**config.mk**
```make
export PLATFORM = sky130hd
export DESIGN_NAME = ubst_ctrl
export DESIGN_NICKNAME = d
export VERILOG_FILES = /design/src/design/ubst_pkg.sv /design/src/design/ubst_ctrl.sv /design/src/design/ubst_baud_gen.sv
export SDC_FILE = /design/constraint.sdc
export NUM_CORES = 1
export LEC_CHECK = 0
export ABC_CLOCK_PERIOD_IN_PS = 3000
export BUFFER_PORTS_ARGS = -buffer_cell sky130_fd_sc_hd__buf_4
export CORE_AREA = 2 2 128 142
export DETAILED_ROUTE_END_ITERATION = 12
export DIE_AREA = 0 0 130 144
export PLACE_DENSITY_LB_ADDON = 0.12
export SYNTH_ARGS = -nofsm -noshare
export SYNTH_HDL_FRONTEND = slang
export SYNTH_SLANG_ARGS = --single-unit
```
**constraint.sdc**
```tcl
create_clock -name aclk -period 3 [get_ports aclk]
set_input_delay 0.75 -clock aclk [delete_from_list [all_inputs] [get_ports aclk]]
set_output_delay 0.75 -clock aclk [all_outputs]
set_load 0.01 [all_outputs]
```
**src/design/ubst_pkg.sv**
```systemverilog
package ubst_pkg;

  // Register indices; byte address is four times the index
  localparam logic [2:0] REG_DATA_IDX   = 3'h0;  // receive read / transmit holding slot write
  localparam logic [2:0] REG_IER_IDX    = 3'h1;  // int_enable_reg
  localparam logic [2:0] REG_IIR_IDX    = 3'h2;  // interrupt ident read, or enhanced_feature_reg
  localparam logic [2:0] REG_LCR_IDX    = 3'h3;  // line_control_reg
  localparam logic [2:0] REG_MCR_IDX    = 3'h4;  // modem_control_reg
  localparam logic [2:0] REG_LSR_IDX    = 3'h5;  // line_status_reg
  localparam logic [2:0] REG_MSR_IDX    = 3'h6;  // modem status
  localparam logic [2:0] REG_SPR_IDX    = 3'h7;  // scratch
  localparam logic [2:0] REG_DIVLO_IDX  = 3'h0;  // divisor low byte, latch enabled
  localparam logic [2:0] REG_DIVHI_IDX  = 3'h1;  // divisor_high_byte, latch enabled

  // Values after reset
  localparam logic [7:0] IER_RESET      = 8'h00;
  localparam logic [7:0] LCR_RESET      = 8'h1D;
  localparam logic [7:0] MCR_RESET      = 8'h00;
  localparam logic [7:0] EFR_RESET      = 8'h00;
  localparam logic [7:0] SPR_RESET      = 8'h00;

  // Field positions
  localparam int IER_RX_BIT     = 0;
  localparam int IER_THR_BIT    = 1;
  localparam int IER_LINE_BIT   = 2;
  localparam int IER_MODEM_BIT  = 3;
  localparam int IER_SLEEP_BIT  = 4;
  localparam int EFR_ENH_BIT    = 4;
  localparam int LCR_DLAB_BIT   = 7;
  localparam int LCR_BREAK_BIT  = 6;
  localparam int LCR_PAR_BIT    = 3;
  localparam int LCR_STOP_BIT   = 2;
  localparam int MCR_CLKDIV_BIT = 7;
  localparam int LSR_DR_BIT     = 0;
  localparam int LSR_BRK_BIT    = 4;
  localparam int LSR_THRE_BIT   = 5;
  localparam int LSR_TEMT_BIT   = 6;

  // Enhanced register window key
  localparam logic [7:0] EFR_ACCESS_KEY = 8'hBF;

  // Timing in baud ticks and clock cycles
  localparam int         TICKS_PER_BIT  = 16;
  localparam int         TIMEOUT_CHARS  = 4;
  localparam logic [1:0] PRESCALE_LAST  = 2'h3;  // divide-by-4 prescaler
  localparam int         CNT_W          = 12;

  // AXI responses
  localparam logic [1:0] RESP_OKAY      = 2'h0;
  localparam logic [1:0] RESP_SLVERR    = 2'h2;

  // Sleep controller states
  typedef enum logic [1:0] {
    SLP_AWAKE  = 2'b01,
    SLP_ASLEEP = 2'b10
  } ubst_sleep_t;

endpackage : ubst_pkg

```
**src/design/ubst_ctrl.sv**
```systemverilog
// Operation
// - Any low enable bit drives interrupt request
// - All low enables zero: poll line status
// - Sleep allowed only with enhanced and sleep bits
// - Sleep needs idle rx, empty tx, no irq other than transmit-empty
// - Never sleep with receive FIFO data
// - Asleep: UART clock gated off
// - Wake on rx edge, modem change, transmit holding write
// - Time-out four character times after last
// - Restart time-out at stop middle, FIFO read
// - Break: rx low beyond one full frame
// - Break bit holds transmit output low
// - Sixteen-bit divisor, one to 65535
// - Divide-by-four prescaler when clock-divisor bit set
// - Prescaler divides by one after reset
// - Generator output is sixteen times baud
// - Divisor low byte 7:0, high 15:8
// - Zero divisor generates no baud clock
// - One generator times transmit and receive
// - Divisor reachable only with latch enable
// - Resets leave divisor bytes unchanged
module ubst_ctrl
  import ubst_pkg::*;
(
  // Clock and reset
  input  wire logic        aclk,
  input  wire logic        aresetn,
  // AXI4-Lite write address and data
  input  wire logic [7:0]  awaddr,
  input  wire logic        awvalid,
  output logic             awready,
  input  wire logic [31:0] wdata,
  input  wire logic [3:0]  wstrb,
  input  wire logic        wvalid,
  output logic             wready,
  // AXI4-Lite write response
  output logic [1:0]       bresp,
  output logic             bvalid,
  input  wire logic        bready,
  // AXI4-Lite read
  input  wire logic [7:0]  araddr,
  input  wire logic        arvalid,
  output logic             arready,
  output logic [31:0]      rdata,
  output logic [1:0]       rresp,
  output logic             rvalid,
  input  wire logic        rready,
  // Serial and modem pins
  input  wire logic        rx_pin,
  input  wire logic [3:0]  modem_in,
  output logic             tx_pin,
  output logic             irq_n,
  // UART datapath, same clock
  input  wire logic        tx_serial,
  input  wire logic        tx_fifo_empty,
  input  wire logic        tx_shift_empty,
  input  wire logic        rx_fifo_empty,
  input  wire logic        rx_below_trigger,
  input  wire logic        rx_stop_mid,
  input  wire logic        rx_data_irq,
  input  wire logic        rx_line_err,
  input  wire logic [7:0]  rx_fifo_rdata,
  output logic             rx_fifo_rd,
  output logic             tx_fifo_wr,
  output logic [7:0]       tx_fifo_wdata,
  output logic             baud16_tick,
  output logic             uart_clk_run
);

  // Address index shared by both channels; upper bits unmapped
  function automatic logic [2:0] reg_index(input logic [7:0] addr);
    reg_index = addr[4:2];
  endfunction : reg_index

  function automatic logic addr_mapped(input logic [7:0] addr);
    addr_mapped = (addr[7:5] == 3'h0);
  endfunction : addr_mapped

  // Registers
  logic [7:0]  int_enable_reg;
  logic [7:0]  line_control_reg;
  logic [7:0]  modem_control_reg;
  logic [7:0]  enhanced_feature_reg;
  logic [7:0]  scratch_reg;
  logic [7:0]  divisor_low_byte;
  logic [7:0]  divisor_high_byte;
  logic [15:0] divisor;

  // Bus state
  logic        aw_held;
  logic [7:0]  aw_addr;
  logic        w_held;
  logic [7:0]  w_byte;
  logic        w_lane0;
  logic        wr_fire;
  logic        rd_fire;
  logic [2:0]  wr_idx;
  logic [2:0]  rd_idx;
  logic        dlab;
  logic        efr_open;

  // Pin synchronisers: rx on bit 4, modem inputs on 3:0
  logic [4:0]  sync1;
  logic [4:0]  sync2;
  logic [4:0]  sync3;
  logic [4:0]  pin_filt;
  logic [4:0]  pin_prev;
  logic [4:0]  pin_edge;
  logic [3:0]  modem_delta;

  // Timing
  logic [CNT_W-1:0] char_ticks;
  logic [CNT_W-1:0] timeout_ticks;
  logic [CNT_W-1:0] tout_cnt;
  logic [CNT_W-1:0] idle_cnt;
  logic [CNT_W-1:0] brk_cnt;
  logic             timeout_flag;
  logic             rx_idle;
  logic             break_flag;
  logic             thr_write;

  // Sleep and interrupt
  ubst_sleep_t      sleep_state;
  ubst_sleep_t      next_sleep_state;
  logic             sleep_allowed;
  logic             sleep_ready;
  logic             wake_event;
  logic             irq_other;
  logic             irq_thr;
  logic [7:0]       line_status_reg;

  assign dlab      = line_control_reg[LCR_DLAB_BIT];
  assign efr_open  = (line_control_reg == EFR_ACCESS_KEY);
  assign wr_idx    = reg_index(aw_addr);
  assign rd_idx    = reg_index(araddr);
  assign wr_fire   = aw_held && w_held && !bvalid;
  assign rd_fire   = arvalid && arready;
  assign awready   = !aw_held && !bvalid;
  assign wready    = !w_held && !bvalid;
  assign arready   = !rvalid;
  assign divisor   = {divisor_high_byte, divisor_low_byte};
  assign thr_write = wr_fire && w_lane0 && addr_mapped(aw_addr) && !dlab
                     && (wr_idx == REG_DATA_IDX);

  // Write address and data are taken independently and held
  always_ff @(posedge aclk) begin
    if (!aresetn) begin
      aw_held <= 1'b0;
      aw_addr <= 8'h00;
      w_held  <= 1'b0;
      w_byte  <= 8'h00;
      w_lane0 <= 1'b0;
    end else begin
      if (awvalid && awready) begin
        aw_held <= 1'b1;
        aw_addr <= awaddr;
      end else if (wr_fire) begin
        aw_held <= 1'b0;
      end
      if (wvalid && wready) begin
        w_held  <= 1'b1;
        w_byte  <= wdata[7:0];
        w_lane0 <= wstrb[0];
      end else if (wr_fire) begin
        w_held <= 1'b0;
      end
    end
  end

  // Write response once both halves are in
  always_ff @(posedge aclk) begin
    if (!aresetn) begin
      bvalid <= 1'b0;
      bresp  <= RESP_OKAY;
    end else if (wr_fire) begin
      bvalid <= 1'b1;
      bresp  <= addr_mapped(aw_addr) ? RESP_OKAY : RESP_SLVERR;
    end else if (bready) begin
      bvalid <= 1'b0;
    end
  end

  // Control registers under reset; prescaler select clears to divide-by-one
  always_ff @(posedge aclk) begin
    if (!aresetn) begin
      int_enable_reg       <= IER_RESET;
      line_control_reg     <= LCR_RESET;
      modem_control_reg    <= MCR_RESET;
      enhanced_feature_reg <= EFR_RESET;
      scratch_reg          <= SPR_RESET;
    end else if (wr_fire && w_lane0 && addr_mapped(aw_addr)) begin
      case (wr_idx)
        REG_IER_IDX: begin
          if (!dlab) begin
            int_enable_reg <= w_byte;
          end
        end
        REG_IIR_IDX: begin
          if (efr_open) begin
            enhanced_feature_reg <= w_byte;
          end
        end
        REG_LCR_IDX: line_control_reg <= w_byte;
        REG_MCR_IDX: begin
          // Clock-divisor bit is writable only with enhanced functions on
          modem_control_reg[6:0] <= w_byte[6:0];
          if (enhanced_feature_reg[EFR_ENH_BIT]) begin
            modem_control_reg[MCR_CLKDIV_BIT] <= w_byte[MCR_CLKDIV_BIT];
          end
        end
        REG_SPR_IDX: scratch_reg <= w_byte;
        default: ;
      endcase
    end
  end

  // Divisor bytes: no reset, reached only with the latch enable set;
  // writes while asleep are accepted, the host is expected to avoid them
  always_ff @(posedge aclk) begin
    if (wr_fire && w_lane0 && addr_mapped(aw_addr) && dlab) begin
      if (wr_idx == REG_DIVLO_IDX) begin
        divisor_low_byte <= w_byte;
      end
      if (wr_idx == REG_DIVHI_IDX) begin
        divisor_high_byte <= w_byte;
      end
    end
  end

  // Transmit holding slot write and receive FIFO read strobes
  always_ff @(posedge aclk) begin
    if (!aresetn) begin
      tx_fifo_wr    <= 1'b0;
      tx_fifo_wdata <= 8'h00;
      rx_fifo_rd    <= 1'b0;
    end else begin
      tx_fifo_wr    <= thr_write;
      tx_fifo_wdata <= thr_write ? w_byte : tx_fifo_wdata;
      rx_fifo_rd    <= rd_fire && addr_mapped(araddr) && !dlab && (rd_idx == REG_DATA_IDX);
    end
  end

  // Line status as the host polls it
  always_comb begin
    line_status_reg               = 8'h00;
    line_status_reg[LSR_DR_BIT]   = !rx_fifo_empty;
    line_status_reg[LSR_BRK_BIT]  = break_flag;
    line_status_reg[LSR_THRE_BIT] = tx_fifo_empty;
    line_status_reg[LSR_TEMT_BIT] = tx_fifo_empty && tx_shift_empty;
  end

  // Read data path
  always_ff @(posedge aclk) begin
    if (!aresetn) begin
      rvalid <= 1'b0;
      rdata  <= 32'h0000_0000;
      rresp  <= RESP_OKAY;
    end else if (rd_fire) begin
      rvalid <= 1'b1;
      rresp  <= addr_mapped(araddr) ? RESP_OKAY : RESP_SLVERR;
      rdata  <= 32'h0000_0000;
      if (addr_mapped(araddr)) begin
        case (rd_idx)
          REG_DATA_IDX: rdata[7:0] <= dlab ? divisor_low_byte : rx_fifo_rdata;
          REG_IER_IDX:  rdata[7:0] <= dlab ? divisor_high_byte : int_enable_reg;
          REG_IIR_IDX:  rdata[7:0] <= efr_open ? enhanced_feature_reg : {7'h00, irq_n};
          REG_LCR_IDX:  rdata[7:0] <= line_control_reg;
          REG_MCR_IDX:  rdata[7:0] <= modem_control_reg;
          REG_LSR_IDX:  rdata[7:0] <= line_status_reg;
          REG_MSR_IDX:  rdata[7:0] <= {pin_filt[3:0], modem_delta};
          REG_SPR_IDX:  rdata[7:0] <= scratch_reg;
          default:      rdata[7:0] <= 8'h00;
        endcase
      end
    end else if (rready) begin
      rvalid <= 1'b0;
    end
  end

  // Three-stage pin synchronisers; a change counts when stages two and three agree
  genvar gi;
  generate
    for (gi = 0; gi < 5; gi++) begin : g_pin
      always_ff @(posedge aclk) begin
        if (!aresetn) begin
          sync1[gi]    <= 1'b1;
          sync2[gi]    <= 1'b1;
          sync3[gi]    <= 1'b1;
          pin_filt[gi] <= 1'b1;
          pin_prev[gi] <= 1'b1;
        end else begin
          sync1[gi]    <= (gi == 4) ? rx_pin : modem_in[gi];
          sync2[gi]    <= sync1[gi];
          sync3[gi]    <= sync2[gi];
          pin_filt[gi] <= (sync2[gi] == sync3[gi]) ? sync3[gi] : pin_filt[gi];
          pin_prev[gi] <= pin_filt[gi];
        end
      end
      assign pin_edge[gi] = pin_filt[gi] ^ pin_prev[gi];
    end
  endgenerate

  // Modem change flags; a change in the read cycle survives the clear
  always_ff @(posedge aclk) begin
    if (!aresetn) begin
      modem_delta <= 4'h0;
    end else if (rd_fire && addr_mapped(araddr) && (rd_idx == REG_MSR_IDX)) begin
      modem_delta <= pin_edge[3:0];
    end else begin
      modem_delta <= modem_delta | pin_edge[3:0];
    end
  end

  // Frame and time-out lengths in sixteen-times ticks
  always_comb begin
    char_ticks = CNT_W'((32'd7 + 32'(line_control_reg[1:0])
                 + 32'(line_control_reg[LCR_PAR_BIT]) + 32'(line_control_reg[LCR_STOP_BIT]))
                 * TICKS_PER_BIT);
    timeout_ticks = CNT_W'(32'(char_ticks) * TIMEOUT_CHARS);
  end

  // Receive time-out counter, restarted at stop middle and FIFO reads
  always_ff @(posedge aclk) begin
    if (!aresetn) begin
      tout_cnt     <= '0;
      timeout_flag <= 1'b0;
    end else begin
      if (rx_stop_mid || rx_fifo_rd || rx_fifo_empty) begin
        tout_cnt <= '0;
      end else if (baud16_tick && tout_cnt < timeout_ticks) begin
        tout_cnt <= tout_cnt + CNT_W'(1);
      end
      if (!rx_fifo_empty && rx_below_trigger && tout_cnt == timeout_ticks) begin
        timeout_flag <= 1'b1;
      end else if (rx_fifo_rd || rx_stop_mid || rx_fifo_empty) begin
        timeout_flag <= 1'b0;
      end
    end
  end

  // Receive line idle once a whole time-out window passes without an edge
  always_ff @(posedge aclk) begin
    if (!aresetn) begin
      idle_cnt <= '0;
      rx_idle  <= 1'b0;
    end else if (pin_edge[4]) begin
      idle_cnt <= '0;
      rx_idle  <= 1'b0;
    end else if (baud16_tick && idle_cnt < timeout_ticks) begin
      idle_cnt <= idle_cnt + CNT_W'(1);
    end else if (idle_cnt == timeout_ticks) begin
      rx_idle <= 1'b1;
    end
  end

  // Break detection: line low for longer than a full frame
  always_ff @(posedge aclk) begin
    if (!aresetn) begin
      brk_cnt    <= '0;
      break_flag <= 1'b0;
    end else begin
      if (pin_filt[4]) begin
        brk_cnt <= '0;
      end else if (baud16_tick && brk_cnt <= char_ticks) begin
        brk_cnt <= brk_cnt + CNT_W'(1);
      end
      if (!pin_filt[4] && brk_cnt > char_ticks) begin
        break_flag <= 1'b1;
      end else if (rd_fire && addr_mapped(araddr) && (rd_idx == REG_LSR_IDX)) begin
        break_flag <= 1'b0;
      end
    end
  end

  // Interrupt sources gated by the four low enables
  assign irq_thr   = int_enable_reg[IER_THR_BIT] && tx_fifo_empty;
  assign irq_other = (int_enable_reg[IER_RX_BIT] && (rx_data_irq || timeout_flag))
                   || (int_enable_reg[IER_LINE_BIT] && (rx_line_err || break_flag))
                   || (int_enable_reg[IER_MODEM_BIT] && (modem_delta != 4'h0));

  // Interrupt request pin; stays inactive in polled mode
  always_ff @(posedge aclk) begin
    if (!aresetn) begin
      irq_n <= 1'b1;
    end else begin
      irq_n <= !(irq_other || irq_thr);
    end
  end

  // Sleep entry and wake conditions
  assign sleep_allowed = enhanced_feature_reg[EFR_ENH_BIT]
                       && int_enable_reg[IER_SLEEP_BIT];
  assign sleep_ready   = rx_idle && tx_fifo_empty && tx_shift_empty
                       && !irq_other && rx_fifo_empty && !tx_fifo_wr;
  assign wake_event    = (pin_edge != 5'h00) || thr_write;

  always_comb begin
    case (sleep_state)
      SLP_AWAKE: begin
        next_sleep_state = (sleep_allowed && sleep_ready && !wake_event)
                           ? SLP_ASLEEP : SLP_AWAKE;
      end
      SLP_ASLEEP: begin
        next_sleep_state = (wake_event || !sleep_allowed || !rx_fifo_empty)
                           ? SLP_AWAKE : SLP_ASLEEP;
      end
      default: next_sleep_state = SLP_AWAKE;
    endcase
  end

  always_ff @(posedge aclk) begin
    if (!aresetn) begin
      sleep_state <= SLP_AWAKE;
    end else begin
      sleep_state <= next_sleep_state;
    end
  end

  // UART clock gate; baud ticks stop and timing counters freeze
  assign uart_clk_run = (sleep_state == SLP_AWAKE);

  // Break forces the transmit output low
  always_ff @(posedge aclk) begin
    if (!aresetn) begin
      tx_pin <= 1'b1;
    end else begin
      tx_pin <= line_control_reg[LCR_BREAK_BIT] ? 1'b0 : tx_serial;
    end
  end

  // Single baud generator for both directions
  ubst_baud_gen u_baud (
    .aclk      (aclk),
    .aresetn   (aresetn),
    .run       (uart_clk_run),
    .prescale4 (modem_control_reg[MCR_CLKDIV_BIT]),
    .divisor   (divisor),
    .tick      (baud16_tick)
  );

endmodule : ubst_ctrl

```
**src/design/ubst_baud_gen.sv**
```systemverilog
module ubst_baud_gen
  import ubst_pkg::*;
(
  // Clock and reset
  input  wire logic        aclk,
  input  wire logic        aresetn,
  // Control
  input  wire logic        run,
  input  wire logic        prescale4,
  input  wire logic [15:0] divisor,
  // Sixteen-times baud tick
  output logic             tick
);

  logic [1:0]  pre_cnt;
  logic        pre_tick;
  logic [15:0] div_cnt;

  // Optional divide-by-4 prescaler ahead of the divisor
  always_ff @(posedge aclk) begin
    if (!aresetn || !run || !prescale4) begin
      pre_cnt <= 2'h0;
    end else begin
      pre_cnt <= pre_cnt + 2'h1;
    end
  end

  assign pre_tick = prescale4 ? (pre_cnt == PRESCALE_LAST) : 1'b1;

  // Divisor counter; a zero divisor yields no tick at all
  always_ff @(posedge aclk) begin
    if (!aresetn || !run) begin
      div_cnt <= 16'h0000;
      tick    <= 1'b0;
    end else if (divisor == 16'h0000) begin
      div_cnt <= 16'h0000;
      tick    <= 1'b0;
    end else if (pre_tick) begin
      if (div_cnt >= divisor - 16'h0001) begin
        div_cnt <= 16'h0000;
        tick    <= 1'b1;
      end else begin
        div_cnt <= div_cnt + 16'h0001;
        tick    <= 1'b0;
      end
    end else begin
      tick <= 1'b0;
    end
  end

endmodule : ubst_baud_gen

```
==> results of run 1 <==
==> area by class of cell <==
type | instances | area (sq um) | area share
timing repair buffer | 118 | 928.4 | 0.08769
clock buffer | 22 | 505.5 | 0.04774
tap | 238 | 297.8 | 0.02813
multi-input combinational | 685 | 4732 | 0.4469
sequential | 186 | 3886 | 0.3671
inverter | 36 | 137.6 | 0.01300
clock inverter | 10 | 100.1 | 0.009454
==> per-stage QoR <==
step                std cells  hold slack [ns]  setup slack [ns]  power [mW]
CTS                      1288           0.4168           -0.1904       5.180
floorplan                 969           0.3863           -0.1811       2.804
finish                   1295           0.4114           -0.1903       5.132
global placement         1251           0.3884           -0.2096       2.904
global route             1295           0.4229           -0.3047       5.306
detailed placement       1251           0.4002           -0.2627       2.905
==> worst paths after layout <==
| path | start | endpoint | slack [ns] | cells after the start |
|---|---|---|---|---|
| max | line_control_reg[0]$_SDFFE_PN1P_ | brk_cnt[5]$_SDFFE_PP0P_ | -0.19 | 14 |
| min | sync1[0]$_SDFF_PN1_ | sync2[0]$_SDFF_PN1_ | 0.41 | 1 |
| max reg2reg | line_control_reg[0]$_SDFFE_PN1P_ | brk_cnt[5]$_SDFFE_PP0P_ | -0.19 | 14 |
| min reg2reg | sync1[0]$_SDFF_PN1_ | sync2[0]$_SDFF_PN1_ | 0.41 | 1 |
==> worst reg2reg max path, delay by kind of cell, from the launching register on <==
kind	cells	cell delay [ns]
AO/OA/AOI/OAI	2	0.53
XOR/XNOR	2	0.29
adder cells (fa/ha/maj)	4	1.00
buffers and inverters	3	0.13
flip-flops	1	0.33
AND/OR/NAND/NOR	3	0.80
==> report_power, final <==
group / leakage [nW] / internal, mW / switching, mW
clock network: 0.299 / 1.29 / 0.986
registers: 1.52 / 2.54 / 0.0465
logic: 2.38 / 0.116 / 0.153
total: 4.20 / 3.95 / 1.19
==> timing repair <==
action                     4_1_cts  5_1_grt
buffers inserted                 5        7
pin swaps                        9       13
gates cloned                     0        1
setup endpoints to repair       12       37
gates resized for setup         16       30
hold buffers                     0        0
==> routing by layer <==
layer  vias to the layer above  global-route usage
met5                         -                   0
met3                        21             0.04366
met4                         0             0.06508
met1                      3274              0.3009
met2                       157              0.3670
li1                       3455                   -
==> synthesized netlist by cell type, types with 7 or more instances <==
cell type,number,area share
dfxtp_1,170,0.39
nor2_1,119,0.051
mux2i_1,72,0.082
nand2_1,72,0.031
a21oi_1,51,0.029
ha_1,42,0.060
xnor2_1,37,0.037
inv_1,35,0.015
o21ai_0,29,0.016
nand2b_1,28,0.020
buf_4,27,0.023
clkbuf_1,25,0.011
nand3_1,22,0.013
xor2_1,20,0.020
a211oi_1,17,0.014
nand4_1,17,0.012
edfxtp_1,16,0.055
nor3_1,13,0.0074
and3_1,11,0.0078
nor2b_1,8,0.0057
nor3b_1,8,0.0068
nor4_1,8,0.0057
a22o_1,7,0.0070
buf_2,7,0.0040
==> kinds of logic (layout without fill, tap and decap cells) <==
| group | after synthesis | after routing | synth area share |
|---|---|---|---|
| AND/OR/NAND/NOR | 340 | 340 | 0.1922 |
| adder cells (fa/ha/maj) | 43 | 43 | 0.06193 |
| AO/OA/AOI/OAI | 140 | 141 | 0.1013 |
| flip-flops | 186 | 186 | 0.4409 |
| other | 1 | 26 | 0.0004257 |
| XOR/XNOR | 57 | 57 | 0.05668 |
| multiplexers | 78 | 78 | 0.09077 |
| buffers and inverters | 99 | 186 | 0.05582 |
==> flow_summary.yaml, run 1 <==
yosys:
  syn_inst: 944
  synth-seq-cells: 186
  yosysWarningCount: 0
  avgSynthCellArea_sq_um: 9.331
  synth_edf_count: 16
  ys_seq_area_frac: 0.4409
  synth_area_sq_um: 8808
  synth_cell_types: 67
  ys.flop_type: "dfxtp_1"
  async_flop_share: 0
finish:
  n_fill_cell: 1568
  drive_above_1_share: 0.1902
  final_common_cell: "dfxtp_1"
  final_cell_mix: "168 x dfxtp_1, 118 x nor2_1, 109 x buf_4"
  n_antenna_cell: 0
  stdcell_area_sq_um: 10590
  largest_register: "u_baud.div_cnt"
  largest_reg_flops: 16
  final_util: 0.6078
  fin_nets: 1167
  syn_to_final_growth_pct: 20.20
status:
  status: "finished, violations left"
  violations: "negative setup slack"
detailed_routing:
  detail-route-antenna-nets: 0
  top_layer: "met4"
  wl_per_cell_microns: 15.87
  wl_met2_microns: 10010
  via_count: 6907
  drc: 0
  first_pass_iters: 5
  drt-initial-drc-count: 431
  wirelength_microns: 20560
  met1Wirelength_microns: 9423
  vias_per_cell: 5.334
  wl_met3_microns: 837
power:
  p_leak_nw: 4.201
  p_per_area_nw_per_um2: 484.8
  max-vdd-ir-drop_v: 0.0004171
cts:
  clockRootBuffer: "clkbuf_16"
  cts_buffers: 17
  cts.sinks: 186
  htree_levels: 4
  path_clk_slew_ns: 0.07
  clock_path_buffers: 2
  clk_latency_ns: 0.43
  cts_tree: "built"
die:
  num_rows: 51
  die_x_microns: 130
  boundaryPins: 135
  die-area_sq_um: 18720
  dieHeight_microns: 144
  start_util: 0.5056
  coreArea_sq_um: 17420
sta:
  final_hold_viol_count: 0
  setup_viol: 10
  clock_skew_ns: 0.01144
  clock.fmax_mhz: 313.5
  fin_crit_ns: 3.190
  maxSlewViolCount: 0
  rsz0062_at_grt: "true"
  tns_ns: -1.012
  tightest_slew_ns: 1.128
  layout_setup_ws_ns: -0.1903
  fin_crit_sh: 1.063
  maxSlewHeadroom: 0.2413
worst_setup_path:
  crit_chain: "inv_2 -> ha_4 -> inv_4 -> ha_4 -> inv_2 -> fa_2 -> xnor2_2 -> ha_1 -> a21o_2 -> a221o_1 -> or2_4 -> or4_4 -> xor2_1 -> nor2_1"
  worstPathMaxFanout: 2
  endpoint_kind: "register"
  cp.required_ns: 3.30
  worstPathBufferInverterCount: 3
  crit_family: "adder cells"
  worstPathArrival_ns: 3.49
  critical_path_class: "register to register"
  cp_slowest_cell: "or4_4"
  cp_slowest_stage_delay_ns: 0.48
  cp-start-kind: "register"
grt:
  overflow: 0
  grt_pass1_wl_microns: 32310
  antenna_found_initial: 0
  gr-usage-all-layers: 0.2238
  grt_max_degree: 73
  grt_pass1_vias: 6214
placed_design:
  place_area_sq_um: 9676
  dp_hpwl_microns: 14450
  gp_congestion: 0.8140
  io_buffers: 77
worst_hold_path:
  holdCritPathClass: "register to register"
flow_run:
  cap_violations: 0
No activity file was read; power rests on OpenSTA's default activity.
==> run 2, diff against run 1 <==
--- a/config.mk
+++ b/config.mk
@@ -6,7 +6,7 @@
 export NUM_CORES = 1
 export LEC_CHECK = 0
 export ABC_CLOCK_PERIOD_IN_PS = 3000
-export BUFFER_PORTS_ARGS = -buffer_cell sky130_fd_sc_hd__buf_4
+export BUFFER_PORTS_ARGS = -buffer_cell sky130_fd_sc_hd__buf_2
 export CORE_AREA = 2 2 128 142
 export DETAILED_ROUTE_END_ITERATION = 12
 export DIE_AREA = 0 0 130 144
==> run 2 against run 1 <==
Against the previous run:
- the flow still finishes with violations (negative setup slack)
- setup slack improved by 0.0032 ns
- hold slack got worse by 0.0026 ns
- fmax grew 0.10%
- sequential power hardly changed
- clock power about the same
- cell count is 0.39% higher
- critical path depth did not move
- die area unchanged
- routed wire length is 0.90% lower
- first-iteration DRC count rose by 2.1%
- non-clock buffer count is 5 higher
==> flow_summary.yaml, run 2 (synthesized netlist as in run 1, its figures left out) <==
status:
  status: "finished, violations left"
  violations: "negative setup slack"
worst_hold_path:
  hold_path_depth: 1
  min-delay-start: "sync1[2]$_SDFF_PN1_"
  holdCritPathClass: "register to register"
  hold_end: "sync2[2]$_SDFF_PN1_"
finish:
  largest_reg_flops: 16
  largest_register: "u_baud.div_cnt"
  final_cell_mix: "168 x dfxtp_1, 119 x nor2_1, 77 x buf_2"
  final_common_cell: "dfxtp_1"
  syn_to_final_growth_pct: 18.11
  final_util: 0.5972
  n_antenna_cell: 0
  fin_nets: 1172
  drive_above_1_share: 0.1911
  stdcell_area_sq_um: 10400
power:
  p_leak_nw: 4.140
  total_power_mw: 5.097
  max-vdd-ir-drop_v: 0.0003676
  p_per_area_nw_per_um2: 489.9
detailed_routing:
  wl_met3_microns: 668
  vias_per_cell: 5.292
  via_count: 6879
  met1Wirelength_microns: 9720
  detail-route-antenna-nets: 0
  drc: 0
  top_layer: "met4"
  wirelength_microns: 20370
  wl_met2_microns: 9578
  first_pass_iters: 4
  wl_per_cell_microns: 15.67
  drt-initial-drc-count: 440
worst_setup_path:
  worstPathArrival_ns: 3.48
  cp.required_ns: 3.29
  r2r_cells: 14
  reg2reg_to: "brk_cnt[5]$_SDFFE_PP0P_"
  worstPathMaxFanout: 2
  endpoint_kind: "register"
  critical_path_class: "register to register"
  ff2ff_setup_slack_ns: -0.19
  r2r_start: "line_control_reg[0]$_SDFFE_PN1P_"
  cp-start-kind: "register"
cts:
  clock_path_buffers: 2
  cts.sinks: 186
  htree_levels: 4
  clockRootBuffer: "clkbuf_16"
  ctsHoldBuffers: 0
  path_clk_slew_ns: 0.07
  cts_tree: "built"
  cts_buffers: 17
  clk_latency_ns: 0.42
sta:
  setup_viol: 7
  clock_skew_ns: 0.009725
  fin_crit_ns: 3.187
  tightest_slew_ns: 1.234
  maxSlewHeadroom: 0.1698
  maxSlewViolCount: 0
  clock.fmax_mhz: 313.8
  final_hold_viol_count: 0
  fin_crit_sh: 1.062
  rsz0062_at_grt: "true"
  layout_setup_ws_ns: -0.1870
flow_run:
  cap_violations: 0
placed_design:
  dp_hpwl_microns: 14640
  place_area_sq_um: 9535
  gp_congestion: 0.8110
  pre_cts_ws_ns: -0.2609
  io_buffers: 77
die:
  num_rows: 51
  die_x_microns: 130
  die-area_sq_um: 18720
  start_util: 0.5056
  coreArea_sq_um: 17420
  dieHeight_microns: 144
  boundaryPins: 135
grt:
  grt_pass1_wl_microns: 32490
  antenna_found_initial: 0
  grt_max_degree: 73
  overflow: 0
  gr-usage-all-layers: 0.2228
  grt_pass1_vias: 6315
==> run 2: cell count changes in the layout (fill, tap and decap cells not counted), sizes merged <==
cell,delta
inv,+4
buf,+5
clkinv,-1
bufinv,+1
clkbuf,-4
==> run 2: where the power goes <==
part	internal (mW)	switching, mW
Sequential	2.54	0.0462
Clock	1.25	1.02
Combinational	0.0946	0.150
Total	3.88	1.21
==> run 2: how the worst max path moves through the flow <==
| stage | start | slack, ns | cells past startpoint | to |
|---|---|---|---|---|
| after floorplan | line_control_reg[0]$_SDFFE_PN1P_ | -0.18 | 14 | brk_cnt[5]$_SDFFE_PP0P_ |
| after global placement | line_control_reg[0]$_SDFFE_PN1P_ | -0.20 | 14 | brk_cnt[5]$_SDFFE_PP0P_ |
| after detailed placement | line_control_reg[0]$_SDFFE_PN1P_ | -0.26 | 14 | brk_cnt[3]$_SDFFE_PP0P_ |
| after CTS | line_control_reg[0]$_SDFFE_PN1P_ | -0.20 | 14 | brk_cnt[5]$_SDFFE_PP0P_ |
| after global routing | line_control_reg[0]$_SDFFE_PN1P_ | -0.28 | 14 | brk_cnt[5]$_SDFFE_PP0P_ |
| final | line_control_reg[0]$_SDFFE_PN1P_ | -0.19 | 14 | brk_cnt[5]$_SDFFE_PP0P_ |
==> run 2: what timing repair did <==
item	4_1_cts	5_1_grt
setup endpoints to repair	14	35
pin swaps	7	11
resized for setup	23	19
gates cloned	0	1
setup buffers	3	7
==> run 2: cell type report <==
type                       instances  area, sq um
clock inverter                    14        158.9
clock buffer                      18        429.2
inverter                          36        137.6
tap                              238        297.8
fill                            1540         7017
sequential                       186         3886
timing repair buffer             123        774.5
multi-input combinational        685         4720
==> run 2: worst max-delay path: stages (launching register included) <==
cell and delay (ns):
dfxtp_2 0.33, inv_2 0.05, ha_4 0.23, inv_4 0.05, ha_4 0.12, inv_2 0.03
fa_2 0.35, xnor2_2 0.15, ha_1 0.30, a21o_2 0.20, a221o_1 0.33, or2_4 0.26
or4_4 0.47, xor2_1 0.14, nor2_1 0.05
==> run 2: metal layers <==
layer | GRT usage | vias to the layer above
met5 | 0 | -
met4 | 0.07187 | 0
met3 | 0.03293 | 24
met2 | 0.3720 | 134
met1 | 0.2975 | 3264
li1 | - | 3457
==> run 2: per-stage QoR <==
stage | setup TNS (ns) | hold slack (ns) | std cells
after global placement | -0.7931 | 0.3886 | 1258
after global routing | -1.779 | 0.4225 | 1300
after CTS | -0.5925 | 0.4137 | 1293
final | -0.8282 | 0.4088 | 1300
after floorplan | -0.2217 | 0.3863 | 969
after detailed placement | -1.548 | 0.3956 | 1258
==> run 3, diff against run 2 <==
--- a/config.mk
+++ b/config.mk
@@ -7,10 +7,11 @@
 export LEC_CHECK = 0
 export ABC_CLOCK_PERIOD_IN_PS = 3000
 export BUFFER_PORTS_ARGS = -buffer_cell sky130_fd_sc_hd__buf_2
-export CORE_AREA = 2 2 128 142
+export CORE_AREA = 2 2 130 144
 export DETAILED_ROUTE_END_ITERATION = 12
-export DIE_AREA = 0 0 130 144
+export DIE_AREA = 0 0 132 146
 export PLACE_DENSITY_LB_ADDON = 0.12
 export SYNTH_ARGS = -nofsm -noshare
 export SYNTH_HDL_FRONTEND = slang
+export SYNTH_HIERARCHICAL = 1
 export SYNTH_SLANG_ARGS = --single-unit
==> run 3 against run 2 <==
Against the previous run:
- the flow now finishes without violations
- fmax rose by 6.5%
- utilization rose by 0.92 points
- global-route usage fell by 0.064 points
- combinational power rose by 6%
- largest power group unchanged
- highest routed layer unchanged
==> flow_summary.yaml, run 3 <==
die:
  start_util: 0.5138
  boundaryPins: 135
  dieHeight_microns: 146
  num_rows: 51
  die-area_sq_um: 19270
  die_x_microns: 132
  coreArea_sq_um: 17680
power:
  p_seq_frac: 0.507
  p_comb_frac: 0.051
  max-vdd-ir-drop_v: 0.0004131
  internal-power_mw: 3.887
  clock_power_share: 0.442
  p_leak_nw: 4.182
  p_per_area_nw_per_um2: 477.3
  switching_share: 0.2402
  switchingPower_mw: 1.229
sta:
  final_hold_viol_count: 0
  maxSlewViolCount: 0
  fin_crit_sh: 0.9976
  setup_viol: 0
  tns_ns: 0
  clock_skew_ns: 0.01113
  clock.fmax_mhz: 334.1
  tightest_slew_ns: 0.7917
  rsz0062_at_grt: "true"
  maxSlewHeadroom: 0.4722
  fin_crit_ns: 2.993
detailed_routing:
  met1Wirelength_microns: 10080
  wirelength_microns: 21740
  drt-initial-drc-count: 534
  via_count: 7100
  drc: 0
  wl_met3_microns: 762
  wl_met2_microns: 10390
  wl_per_cell_microns: 16.38
  first_pass_iters: 7
  detail-route-antenna-nets: 0
  vias_per_cell: 5.350
  top_layer: "met4"
yosys:
  synth_common_cells: "170 x dfxtp_1, 121 x nor2_1, 90 x nand2_1"
  yosysMostFrequentCell: "dfxtp_1"
  synth_cell_types: 79
  async_flop_share: 0
  synth_edf_count: 16
  syn_inst: 981
  synth_area_sq_um: 9082
  synth_top_area_share: 0.3747
  synth.area.top_cells: "dfxtp_1 37%, mux2i_1 7.7%, ha_1 5.8%"
  yosysWarningCount: 6
  synth-seq-cells: 186
  avgSynthCellArea_sq_um: 9.258
  synth_top_cell_by_area: "dfxtp_1"
  ys_seq_area_frac: 0.4276
  ys.flop_type: "dfxtp_1"
placed_design:
  io_buffers: 77
  gp_congestion: 0.8563
  dp_hpwl_microns: 14980
worst_setup_path:
  crit_family: "simple AND/OR/NAND/NOR gates"
  worstPathBufferInverterCount: 2
  crit_chain: "nor4_4 -> nand2_2 -> buf_6 -> nand3b_1 -> nor2_1 -> xnor2_1 -> ha_1 -> nand4_1 -> nor4_4 -> o31ai_4 -> a31oi_4 -> clkbuf_16 -> and2_1"
  worstPathArrival_ns: 3.37
  ff2ff_setup_slack_ns: 0.007
  cp_slowest_stage_delay_ns: 0.43
  worstPathMaxFanout: 8
  cp-start-kind: "register"
  endpoint_kind: "register"
  cp_slowest_cell: "edfxtp_1"
  crit_top_cell: "nor4_4"
  cp.required_ns: 3.37
  critical_path_class: "register to register"
grt:
  overflow: 0
  antenna_found_initial: 1
  gr-usage-all-layers: 0.2222
  grt_max_degree: 73
  grt_pass1_vias: 6597
  grt_pass1_wl_microns: 34210
finish:
  largest_reg_flops: 16
  drive_above_1_share: 0.1985
  largest_register: "u_baud/div_cnt"
  fin_nets: 1199
  final_cell_mix: "168 x dfxtp_1, 121 x nor2_1, 88 x nand2_1"
  syn_to_final_growth_pct: 18.02
  final_common_cell: "dfxtp_1"
  final_util: 0.6064
cts:
  cts_tree: "built"
  cts_buffers: 17
  htree_levels: 4
  cts.sinks: 186
  clock_path_buffers: 2
  path_clk_slew_ns: 0.07
  clk_latency_ns: 0.43
  clockRootBuffer: "clkbuf_16"
status:
  status: "finished clean"
worst_hold_path:
  holdCritPathClass: "register to register"
flow_run:
  cap_violations: 0
-- run 3: cell count changes after synthesis, moves of 5 or more --
cell,before,now
a31o_2,0,6
nand3_1,22,16
a22o_1,7,0
xor2_1,20,10
nor3b_1,8,15
a211oi_1,17,1
xnor2_1,37,42
o22ai_1,0,5
nand2_1,72,90
-- run 3: per-layer routing --
metal | up-vias | track usage
met5 | - | 0
met4 | 0 | 0.09022
met3 | 33 | 0.03135
met2 | 142 | 0.3659
met1 | 3348 | 0.2937
li1 | 3577 | -
-- run 3: power by group through the flow --
stage               sequential, mW  clock (mW)  combinational (mW)
floorplan                     2.62           0               0.207
global placement              2.65           0               0.257
detailed placement            2.65           0               0.259
CTS                           2.59        2.30               0.260
global route                  2.60        2.39               0.289
finish                        2.59        2.26               0.260
-- run 3: cells by family after synthesis --
family,Yosys count,synth area share
and+or+nand+nor,386,0.2261
AOI/OAI and AO/OA,136,0.09671
muxes,74,0.08334
xor gates and xnor gates,52,0.05014
buffers and inverters,103,0.05566
adders and majority gates,43,0.06006
DFF,186,0.4276
other,1,0.0004129
-- run 3: path summary, 6_finish.rpt --
check                                     start  cells after the start                     end
setup / recovery  divisor_low_byte[2]$_DFFE_PP_                     13  u_baud/tick$_SDFF_PP0_
hold / removal              sync1[4]$_SDFF_PN1_                      1     sync2[4]$_SDFF_PN1_
setup reg to reg  divisor_low_byte[2]$_DFFE_PP_                     13  u_baud/tick$_SDFF_PP0_
hold reg to reg             sync1[4]$_SDFF_PN1_                      1     sync2[4]$_SDFF_PN1_
-- run 3: cell type report --
| class | instances | area [sq um] |
|---|---|---|
| well taps | 238 | 297.8 |
| fillers | 1531 | 6957 |
| clock inverters | 14 | 162.7 |
| repair buffers | 117 | 726.9 |
| multi-input cells | 717 | 5079 |
| clock buffers | 17 | 425.4 |
| diodes | 1 | 2.502 |
| inverters | 37 | 138.9 |
| flip-flops and latches | 186 | 3886 |
-- run 3: timing repair --
action,4_1_cts,5_1_grt
endpoints found under the setup margin,18,47
resized for setup,3,48
pin swaps,2,21
cloned,0,1
setup buffers,2,5
hold buffers,0,0
-- run 3: through the flow --
stage                     instance area, sq um  worst slack, ns  hold slack (ns)  instances  total power, mW
final                                    10720         0.007064           0.3984       1327            5.116
after global routing                     10720          -0.1033           0.4186       1327            5.273
after CTS                                10390         0.004911           0.4057       1320            5.156
after detailed placement                  9762         -0.07015           0.3925       1287            2.910
after global placement                    9762        -0.007830           0.3896       1287            2.907
after floorplan                           9189         0.002166           0.3863       1006            2.828
-- run 3: worst reg2reg max path, cell delays in order (launching register included) --
cell and delay (ns):
edfxtp_1 0.43, nor4_4 0.33, nand2_2 0.12, buf_6 0.13, nand3b_1 0.16, nor2_1 0.13, xnor2_1 0.09, ha_1 0.30
nand4_1 0.24, nor4_4 0.30, o31ai_4 0.15, a31oi_4 0.26, clkbuf_16 0.20, and2_1 0.11
